$ cat src/logic/tswdt_pkg.sv
// package: constants, types and carriers for the two-stage watchdog timer
package tswdt_pkg;

    // ************************************************************
    // register map: printed offsets are indices, byte address = 4 x index
    // ************************************************************
    localparam logic [31:0] TSWDT_IDX_CLEAR_KEY = 32'h0000f00e;
    localparam logic [31:0] TSWDT_IDX_PERIOD_SEL = 32'h0000f00f;
    localparam logic [31:0] TSWDT_IDX_STATUS = 32'h0000f010;
    localparam logic [31:0] TSWDT_ADDR_CLEAR_KEY = TSWDT_IDX_CLEAR_KEY << 2;
    localparam logic [31:0] TSWDT_ADDR_PERIOD_SEL = TSWDT_IDX_PERIOD_SEL << 2;
    localparam logic [31:0] TSWDT_ADDR_STATUS = TSWDT_IDX_STATUS << 2;

    // ************************************************************
    // fields and reset values
    // ************************************************************
    localparam logic [7:0] TSWDT_PERIOD_SEL_RESET = 8'h82;
    localparam int TSWDT_DEEP_SLEEP_STATE_EN_BIT = 7;
    localparam int TSWDT_PERIOD_LSB = 0;
    localparam int TSWDT_PERIOD_W = 2;
    localparam logic [7:0] TSWDT_KEY_FIRST = 8'h5a;
    localparam logic [7:0] TSWDT_KEY_SECOND = 8'ha5;
    localparam int TSWDT_STATUS_STATE_LSB = 0;
    localparam int TSWDT_STATUS_COUNT_LSB = 16;

    // ************************************************************
    // timing: low-speed clock divided by 128 feeds the counter
    // ************************************************************
    localparam int TSWDT_PRESCALE_DIV = 128;
    localparam int TSWDT_PRESCALE_W = $clog2(TSWDT_PRESCALE_DIV);
    localparam logic [TSWDT_PRESCALE_W-1:0] TSWDT_PRESCALE_LAST =
        TSWDT_PRESCALE_W'(TSWDT_PRESCALE_DIV - 1);
    localparam int TSWDT_COUNT_W = 12;
    // overflow periods in divided ticks (4096/16384/65536/262144 low-speed counts)
    localparam logic [TSWDT_COUNT_W-1:0] TSWDT_LIMIT_00 = 12'h020;
    localparam logic [TSWDT_COUNT_W-1:0] TSWDT_LIMIT_01 = 12'h080;
    localparam logic [TSWDT_COUNT_W-1:0] TSWDT_LIMIT_10 = 12'h200;
    localparam logic [TSWDT_COUNT_W-1:0] TSWDT_LIMIT_11 = 12'h800;
    localparam logic [TSWDT_COUNT_W-1:0] TSWDT_COUNT_STEP = 12'h001;

    // ************************************************************
    // ahb-lite encodings
    // ************************************************************
    localparam logic [1:0] TSWDT_HTRANS_NONSEQ = 2'h2;
    localparam logic [1:0] TSWDT_HTRANS_SEQ = 2'h3;

    // ************************************************************
    // types
    // ************************************************************
    typedef enum logic [1:0] {
        ST_RUN = 2'b00,
        ST_INIT = 2'b01,
        ST_WARNED = 2'b11,
        ST_RESET = 2'b10
    } tswdt_state_t;

    typedef struct packed {
        logic valid;
        logic write;
        logic keySel;
        logic periodSel;
    } tswdt_aphase_t;

endpackage

$ cat src/logic/tswdt_low_speed_clock_tick.sv
// module: low-speed clock synchroniser, edge detect and divide-by-128 tick
`timescale 1ns/1ps
module tswdt_low_speed_clock_tick
    import tswdt_pkg::*;
(
    input wire logic clk,
    input wire logic rst,
    input wire logic lowSpeedClock,
    input wire logic countRun,
    output logic dividedCountTick,
    output logic lsFall
);

    logic lsMeta_q;
    logic lsSync_q;
    logic lsPrev_q;
    logic lsRise;
    logic [TSWDT_PRESCALE_W-1:0] prescale_q;

    // ************************************************************
    // synchroniser: the pin is asynchronous to clk
    // ************************************************************
    always_ff @(posedge clk) begin
        if (rst) begin
            lsMeta_q <= 1'b0;
            lsSync_q <= 1'b0;
            lsPrev_q <= 1'b0;
        end else begin
            lsMeta_q <= lowSpeedClock;
            lsSync_q <= lsMeta_q;
            lsPrev_q <= lsSync_q;
        end
    end

    assign lsRise = lsSync_q && !lsPrev_q;

    // ************************************************************
    // prescaler: a stopped low-speed clock simply freezes it
    // ************************************************************
    always_ff @(posedge clk) begin
        if (rst) begin
            prescale_q <= '0;
        end else if (countRun && lsRise) begin
            prescale_q <= prescale_q + TSWDT_PRESCALE_W'(1);
        end
    end

    always_ff @(posedge clk) begin
        if (rst) begin
            dividedCountTick <= 1'b0;
            lsFall <= 1'b0;
        end else begin
            dividedCountTick <= countRun && lsRise && (prescale_q == TSWDT_PRESCALE_LAST);
            lsFall <= lsPrev_q && !lsSync_q;
        end
    end
endmodule // tswdt_low_speed_clock_tick

$ cat src/logic/tswdt_top.sv
// module: two-stage watchdog timer with ahb-lite register slave
// Function
// - counting starts by itself after reset release
// - 5a at pointer 0, a5 at 1 clears
// - pointer forced to 0 on reset, overflow
// - every key-register write outside the hold and the overflow cycle toggles the pointer
// - overflow without clear raises warning interrupt
// - warning only on first overflow since clear
// - second overflow asserts watchdog reset request
// - period select: 4096/16384/65536/262144 low-speed counts
// - counter advances on low-speed clock divided 128
// - half low-speed period after warning: hold, ignore
// - no counting in stop mode
// - warning interrupt wakes all halt modes
// - watchdog can never be stopped or disabled
// - key-register read gives pointer in bit 0
// - wrong key for pointer state never clears
// - deep_sleep_state enable bit: count or pause
// - warning is a non-maskable interrupt request
//
// Register access over AHB-Lite and the address map were left to the implementer.
`timescale 1ns/1ps
module tswdt_top
    import tswdt_pkg::*;
(
    input wire logic clk,
    input wire logic rst,
    input wire logic hsel,
    input wire logic [31:0] haddr,
    input wire logic [1:0] htrans,
    input wire logic hwrite,
    input wire logic [2:0] hsize,
    input wire logic [31:0] hwdata,
    input wire logic hready,
    output logic hreadyout,
    output logic [31:0] hrdata,
    output logic hresp,
    input wire logic lowSpeedClock,
    input wire logic stopMode,
    input wire logic deepSleepState,
    output logic overflowWarningInterrupt,
    output logic haltWakeRequest,
    output logic watchdogResetRequest
);

    // ************************************************************
    // declarations
    // ************************************************************
    tswdt_aphase_t aphase_d;
    tswdt_aphase_t aphase_q;
    tswdt_state_t state_q;
    tswdt_state_t state_d;
    logic [7:0] periodSel_q;
    logic keyWritePointer_q;
    logic keyArmed_q;
    logic [TSWDT_COUNT_W-1:0] wdtCount_q;
    logic [TSWDT_COUNT_W-1:0] periodLimit;
    logic [TSWDT_COUNT_W-1:0] countNext;
    logic [31:0] hrdata_q;
    logic warnIrq_q;
    logic wdtReset_q;
    logic countRun;
    logic dividedCountTick;
    logic lsFall;
    logic ovfEvt;
    logic keyWr;
    logic keyAccepted;
    logic clearEvt;
    logic [7:0] wrByte;
    logic deepHaltCountEnable;
    logic [TSWDT_PERIOD_W-1:0] periodSelect;

    // ************************************************************
    // ahb-lite slave: zero wait states, always okay
    // ************************************************************
    assign hreadyout = 1'b1;
    assign hresp = 1'b0;
    assign hrdata = hrdata_q;

    always_comb begin
        aphase_d = '0;
        aphase_d.valid = hsel && hready &&
            (htrans == TSWDT_HTRANS_NONSEQ || htrans == TSWDT_HTRANS_SEQ);
        aphase_d.write = hwrite;
        aphase_d.keySel = (haddr == TSWDT_ADDR_CLEAR_KEY);
        aphase_d.periodSel = (haddr == TSWDT_ADDR_PERIOD_SEL);
    end

    // hsize is not checked: every register is a single word slot
    always_ff @(posedge clk) begin
        if (rst) begin
            aphase_q <= '0;
        end else if (hready) begin
            aphase_q <= aphase_d;
        end
    end

    // read data is prepared at the address edge so it is a flip-flop
    always_ff @(posedge clk) begin
        if (rst) begin
            hrdata_q <= '0;
        end else if (aphase_d.valid && !hwrite) begin
            hrdata_q <= '0;
            if (aphase_d.keySel) begin
                hrdata_q[0] <= keyWritePointer_q;
            end else if (aphase_d.periodSel) begin
                hrdata_q[7:0] <= periodSel_q;
            end else if (haddr == TSWDT_ADDR_STATUS) begin
                hrdata_q[TSWDT_STATUS_STATE_LSB +: 2] <= state_q;
                hrdata_q[TSWDT_STATUS_COUNT_LSB +: TSWDT_COUNT_W] <= wdtCount_q;
            end
        end
    end

    assign wrByte = hwdata[7:0];
    assign keyWr = aphase_q.valid && aphase_q.write && aphase_q.keySel;

    // ************************************************************
    // mode register: period select and deep_sleep_state count enable
    // ************************************************************
    always_ff @(posedge clk) begin
        if (rst) begin
            periodSel_q <= TSWDT_PERIOD_SEL_RESET;
        end else if (aphase_q.valid && aphase_q.write && aphase_q.periodSel) begin
            periodSel_q <= wrByte;
        end
    end

    assign deepHaltCountEnable = periodSel_q[TSWDT_DEEP_SLEEP_STATE_EN_BIT];
    assign periodSelect = periodSel_q[TSWDT_PERIOD_LSB +: TSWDT_PERIOD_W];

    always_comb begin
        case (periodSelect)
            2'h0: periodLimit = TSWDT_LIMIT_00;
            2'h1: periodLimit = TSWDT_LIMIT_01;
            2'h2: periodLimit = TSWDT_LIMIT_10;
            2'h3: periodLimit = TSWDT_LIMIT_11;
            default: periodLimit = TSWDT_LIMIT_11;
        endcase
    end

    // ************************************************************
    // count tick: no enable bit exists, only stop and deep_sleep_state pause it
    // ************************************************************
    assign countRun = !stopMode && !(deepSleepState && !deepHaltCountEnable);

    tswdt_low_speed_clock_tick u_tick (
        .clk(clk),
        .rst(rst),
        .lowSpeedClock(lowSpeedClock),
        .countRun(countRun),
        .dividedCountTick(dividedCountTick),
        .lsFall(lsFall)
    );

    assign countNext = wdtCount_q + TSWDT_COUNT_STEP;
    // a shortened period takes effect at once, hence >= rather than ==
    assign ovfEvt = dividedCountTick && (countNext >= periodLimit) &&
        (state_q == ST_RUN || state_q == ST_WARNED);

    // ************************************************************
    // key sequence
    // ************************************************************
    assign keyAccepted = keyWr && (state_q != ST_INIT) && !ovfEvt;
    assign clearEvt = keyAccepted && keyWritePointer_q && keyArmed_q &&
        (wrByte == TSWDT_KEY_SECOND);

    always_ff @(posedge clk) begin
        if (rst) begin
            keyWritePointer_q <= 1'b0;
        end else if (ovfEvt || state_q == ST_INIT) begin
            keyWritePointer_q <= 1'b0;
        end else if (keyAccepted) begin
            keyWritePointer_q <= !keyWritePointer_q;
        end
    end

    // first key must land while the pointer is 0
    always_ff @(posedge clk) begin
        if (rst) begin
            keyArmed_q <= 1'b0;
        end else if (ovfEvt || state_q == ST_INIT) begin
            keyArmed_q <= 1'b0;
        end else if (keyAccepted) begin
            keyArmed_q <= !keyWritePointer_q && (wrByte == TSWDT_KEY_FIRST);
        end
    end

    // ************************************************************
    // counter
    // ************************************************************
    always_ff @(posedge clk) begin
        if (rst) begin
            wdtCount_q <= '0;
        end else if (ovfEvt || state_q == ST_INIT || state_q == ST_RESET) begin
            wdtCount_q <= '0;
        end else if (clearEvt) begin
            wdtCount_q <= '0;
        end else if (dividedCountTick) begin
            wdtCount_q <= countNext;
        end
    end

    // ************************************************************
    // overflow stages
    // ************************************************************
    always_comb begin
        state_d = state_q;
        case (state_q)
            ST_RUN: begin
                if (ovfEvt) begin
                    state_d = ST_INIT;
                end
            end
            ST_INIT: begin
                // the low-speed falling edge ends the half-period hold
                if (lsFall) begin
                    state_d = ST_WARNED;
                end
            end
            ST_WARNED: begin
                if (ovfEvt) begin
                    state_d = ST_RESET;
                end else if (clearEvt) begin
                    state_d = ST_RUN;
                end
            end
            ST_RESET: begin
                state_d = ST_RESET;
            end
            default: begin
                state_d = ST_RUN;
            end
        endcase
    end

    always_ff @(posedge clk) begin
        if (rst) begin
            state_q <= ST_RUN;
        end else begin
            state_q <= state_d;
        end
    end

    // ************************************************************
    // outputs: warning pulse is non-maskable and also wakes halt modes
    // ************************************************************
    always_ff @(posedge clk) begin
        if (rst) begin
            warnIrq_q <= 1'b0;
        end else begin
            warnIrq_q <= ovfEvt && (state_q == ST_RUN);
        end
    end

    // held until the system reset it triggers comes back in on rst
    always_ff @(posedge clk) begin
        if (rst) begin
            wdtReset_q <= 1'b0;
        end else if (ovfEvt && state_q == ST_WARNED) begin
            wdtReset_q <= 1'b1;
        end
    end

    assign overflowWarningInterrupt = warnIrq_q;
    assign haltWakeRequest = warnIrq_q;
    assign watchdogResetRequest = wdtReset_q;
endmodule // tswdt_top

$ cat config.mk
export PLATFORM = sky130hd
export DESIGN_NAME = tswdt_top
export DESIGN_NICKNAME = d
export VERILOG_FILES = /design/src/logic/tswdt_pkg.sv /design/src/logic/tswdt_low_speed_clock_tick.sv /design/src/logic/tswdt_top.sv
export SDC_FILE = /design/constraint.sdc
export NUM_CORES = 1
export LEC_CHECK = 0
export BUFFER_PORTS_ARGS = -buffer_cell sky130_fd_sc_hd__buf_2
export CAP_MARGIN = 20
export CORE_UTILIZATION = 35
export CTS_CLUSTER_SIZE = 28
export DETAILED_ROUTE_END_ITERATION = 10
export PLACE_DENSITY = 0.67
export SLEW_MARGIN = 25
export SYNTH_ARGS = -nofsm -noshare
export SYNTH_HDL_FRONTEND = slang
export SYNTH_SLANG_ARGS = --single-unit
$ cat constraint.sdc
create_clock -name clk -period 4.65 [get_ports clk]
set_clock_uncertainty 0.15 [all_clocks]
set_input_delay 0.2325 -clock clk [delete_from_list [all_inputs] [get_ports clk]]
set_output_delay 0.2325 -clock clk [all_outputs]
set_load 0.01 [all_outputs]
==> qor.yml <==
outcome:
  outcome: "finished with violations"
  violations: "DRC"
routing:
  wl_um: 7240
  firstDrtPassIters: 7
  drc: 12
  drt-vias-per-instance: 5.12
  routedWlPerCell_um: 13.2
  routed-via-count: 2802
  first_iter_violations: 94
  antenna_left: 0
clock_tree:
  cts.path.max_buffers: 2
  numCtsBuffers: 9
  cts_tree: "done"
  clkLatencyLatePin_ns: 0.35
  cts_num_sinks: 62
  cts.clk_slew.worst_paths_ns: 0.07
  cts_setup_buffers: 0
  h-tree-depth: 3
  ctsHoldBuffers: 10
  root_buffer: "clkbuf_8"
  cts_resized: 0
setup_path:
  crit_required_ns: 4.77
  path_cells: "nand3_1 > nor3_1 > buf_4 > nand3_1 > xnor2_1 > ha_1 > nor2b_1 > a2111oi_4 > a211oi_1 > or4_1 > nor3_2"
  critPathSlowestCell: "or4_1"
  crit_type: "reg2reg"
  critPathLaunch: "wdtCount_q[2]"
  critPathArrivalTime_ns: 3.84
  startpoint_type: "flop"
  cp_common_cell: "nand3_1"
  rr_startpoint: "wdtCount_q[2]"
  critPathCaptureType: "flop"
  slowest_delay_ns: 0.83
  crit_fanout: 14
timing:
  finalCritPeriodShare_pct: 80.0
  slew_violations: 0
  whs_ns: 0.0168
  grt_setup_unrepaired: "false"
  period_needed_ns: 3.72
  finalWorstSetupSlack_ns: 0.930
  finalSetupViolCount: 0
  tightest_slew_ns: 0.884
  fmax_ghz: 0.269
  hold_viol_final: 0
  fin_setup_tns_ns: 0
  max_slew_margin_pct: 41.1
grt:
  grt_pass1_wl_um: 12400
  grt_max_degree: 51
  grt_usage_pct: 16.2
  antenna_found_initial: 0
  grt_overflow: 0
  grt_pass1_vias: 2749
logic_synthesis:
  async_flop_share_pct: 0
  synthCells: 365
  synth_top_area_cell: "dfxtp_1"
  syn_area_per_cell_um2: 8.80
  synth_top_area_share_pct: 38.6
  synth_flop_cell: "dfxtp_1"
  seq_area_frac_synth_pct: 38.6
  ys_ff_latch: 62
  yosysUniqueCellTypes: 53
  ys_warn_count: 0
  syn_area_um2: 3210
  yosys-top-cells-area: "dfxtp_1, nor2_1, a22oi_1, ha_1, xor2_1"
  synth-edff-count: 0
floorplan:
  pin_count: 114
  fp.dieW_um: 97.8
  std_cell_rows: 34
  start_util_pct: 36.5
  core-area_um2: 8810
  fp.dieH_um: 97.8
  die_area_um2: 9570
final_layout:
  syn_to_final_growth_pct: 20.1
  mostFrequentLayoutCells: "buf_2, dfxtp_1, nor2_1, nand2_1, a22oi_1"
  num_antenna_cells: 0
  nets: 522
  drive_gt1_share_pct: 24.4
  final_cells: 547
  final_common_cell: "buf_2"
  design_area_um2: 3860
run:
  cap_violations: 0
pwr:
  peakVddDrop_v: 0.000169
  powerDensity_nw_per_um2: 283
  power.leakage_uw: 0.00155
placement:
  dp_hpwl_um: 5120
  post-place-ws_ns: 0.921
  place_area_um2: 3560
  io_buffer_count: 71
  place_inst: 520
  place_congestion: 0.780
hold_path:
  hold_start: "htrans[1]"
  hold_class: "in2reg"
==> registers in the layout, summed over array words and instances (netlist names) <==
name	flops
wdtCount_q	12
u_tick.lsPrev_q	1
u_tick.lsMeta_q	1
u_tick.prescale_q	7
periodSel_q	8
u_tick.lsFall	1
keyWritePointer_q	1
haltWakeRequest	1
watchdogResetRequest	1
keyArmed_q	1
u_tick.lsSync_q	1
hrdata	20
aphase_q	4
u_tick.dividedCountTick	1
state_q	2
==> worst paths after layout <==
path | end | slack [ns] | depth (start not counted)
setup / recovery | wdtCount_q[8] | 0.93 | 11
hold / removal | aphase_q[3] | 0.02 | 3
setup reg to reg | wdtCount_q[8] | 0.93 | 11
hold reg to reg | u_tick.lsSync_q | 0.29 | 1
==> layer usage <==
metal  vias up  global-route usage [%]  share of wire [%]
li1       1403                       -                  -
met1      1342                    18.6                 44
met2        46                    28.9                 51
met3        11                    4.51                3.6
met4         0                    5.59                1.4
met5         -                       0                  0
==> cells by family after synthesis <==
| group | after synthesis | share of synthesized area (%) |
|---|---|---|
| AOI/OAI and AO/OA | 56 | 13.0 |
| xor gates and xnor gates | 24 | 6.54 |
| adders and majority gates | 11 | 4.28 |
| buffers and inverters | 44 | 7.48 |
| DFF | 62 | 38.6 |
| muxes | 4 | 1.25 |
| other | 2 | 0.234 |
| and+or+nand+nor | 162 | 28.5 |
==> worst max-delay path: cells and delay by family, from the launching register on <==
kind	cells	cell delay [ns]
flops	1	0.53
simple gates	6	1.72
buf+inv	1	0.17
compound gates	2	0.58
fa+ha+maj	1	0.35
xor+xnor	1	0.17
==> Yosys cell counts, types with 2 or more instances <==
cell,count
dfxtp_1,62
nor2_1,39
nand2_1,31
a22oi_1,19
buf_4,16
xor2_1,15
clkbuf_1,14
nand4_1,13
a21oi_1,12
ha_1,11
nand3_1,10
nand2b_1,9
xnor2_1,9
nor3_1,8
nor3_2,7
nor4b_1,7
a211oi_1,6
buf_2,6
nor2b_1,6
and3_1,5
inv_1,5
nor4_1,5
mux2i_1,4
nand3b_1,4
and4b_1,3
o21ai_0,3
a211o_1,2
a31o_2,2
and2_1,2
buf_1,2
conb_1,2
nor3b_1,2
nor4bb_1,2
o31ai_1,2
or4_1,2
==> area by class of cell <==
cell class,count,area [µm²]
Clock buffer,12,155
Clock inverter,4,31.3
Fill cell,860,4950
Inverter,5,18.8
Multi-Input combinational cell,271,1780
Sequential cell,62,1240
Tap cell,108,135
Timing Repair Buffer,85,493
==> power by group <==
group,internal [µW],switching [µW],leakage (µW)
Clock,223,216,0.0000848
Sequential,537,6.47,0.000500
Combinational,48.6,61.8,0.000965
Total,809,285,0.00155
==> per-stage QoR <==
| step | total power, µW | utilization [%] |
|---|---|---|
| after global placement | 657 | 40.4 |
| after global routing | 1150 | 43.8 |
| after detailed placement | 659 | 40.4 |
| after floorplan | 635 | - |
| after CTS | 1110 | 43.6 |
| final | 1090 | 43.8 |
(Power assumes the default switching activity.)
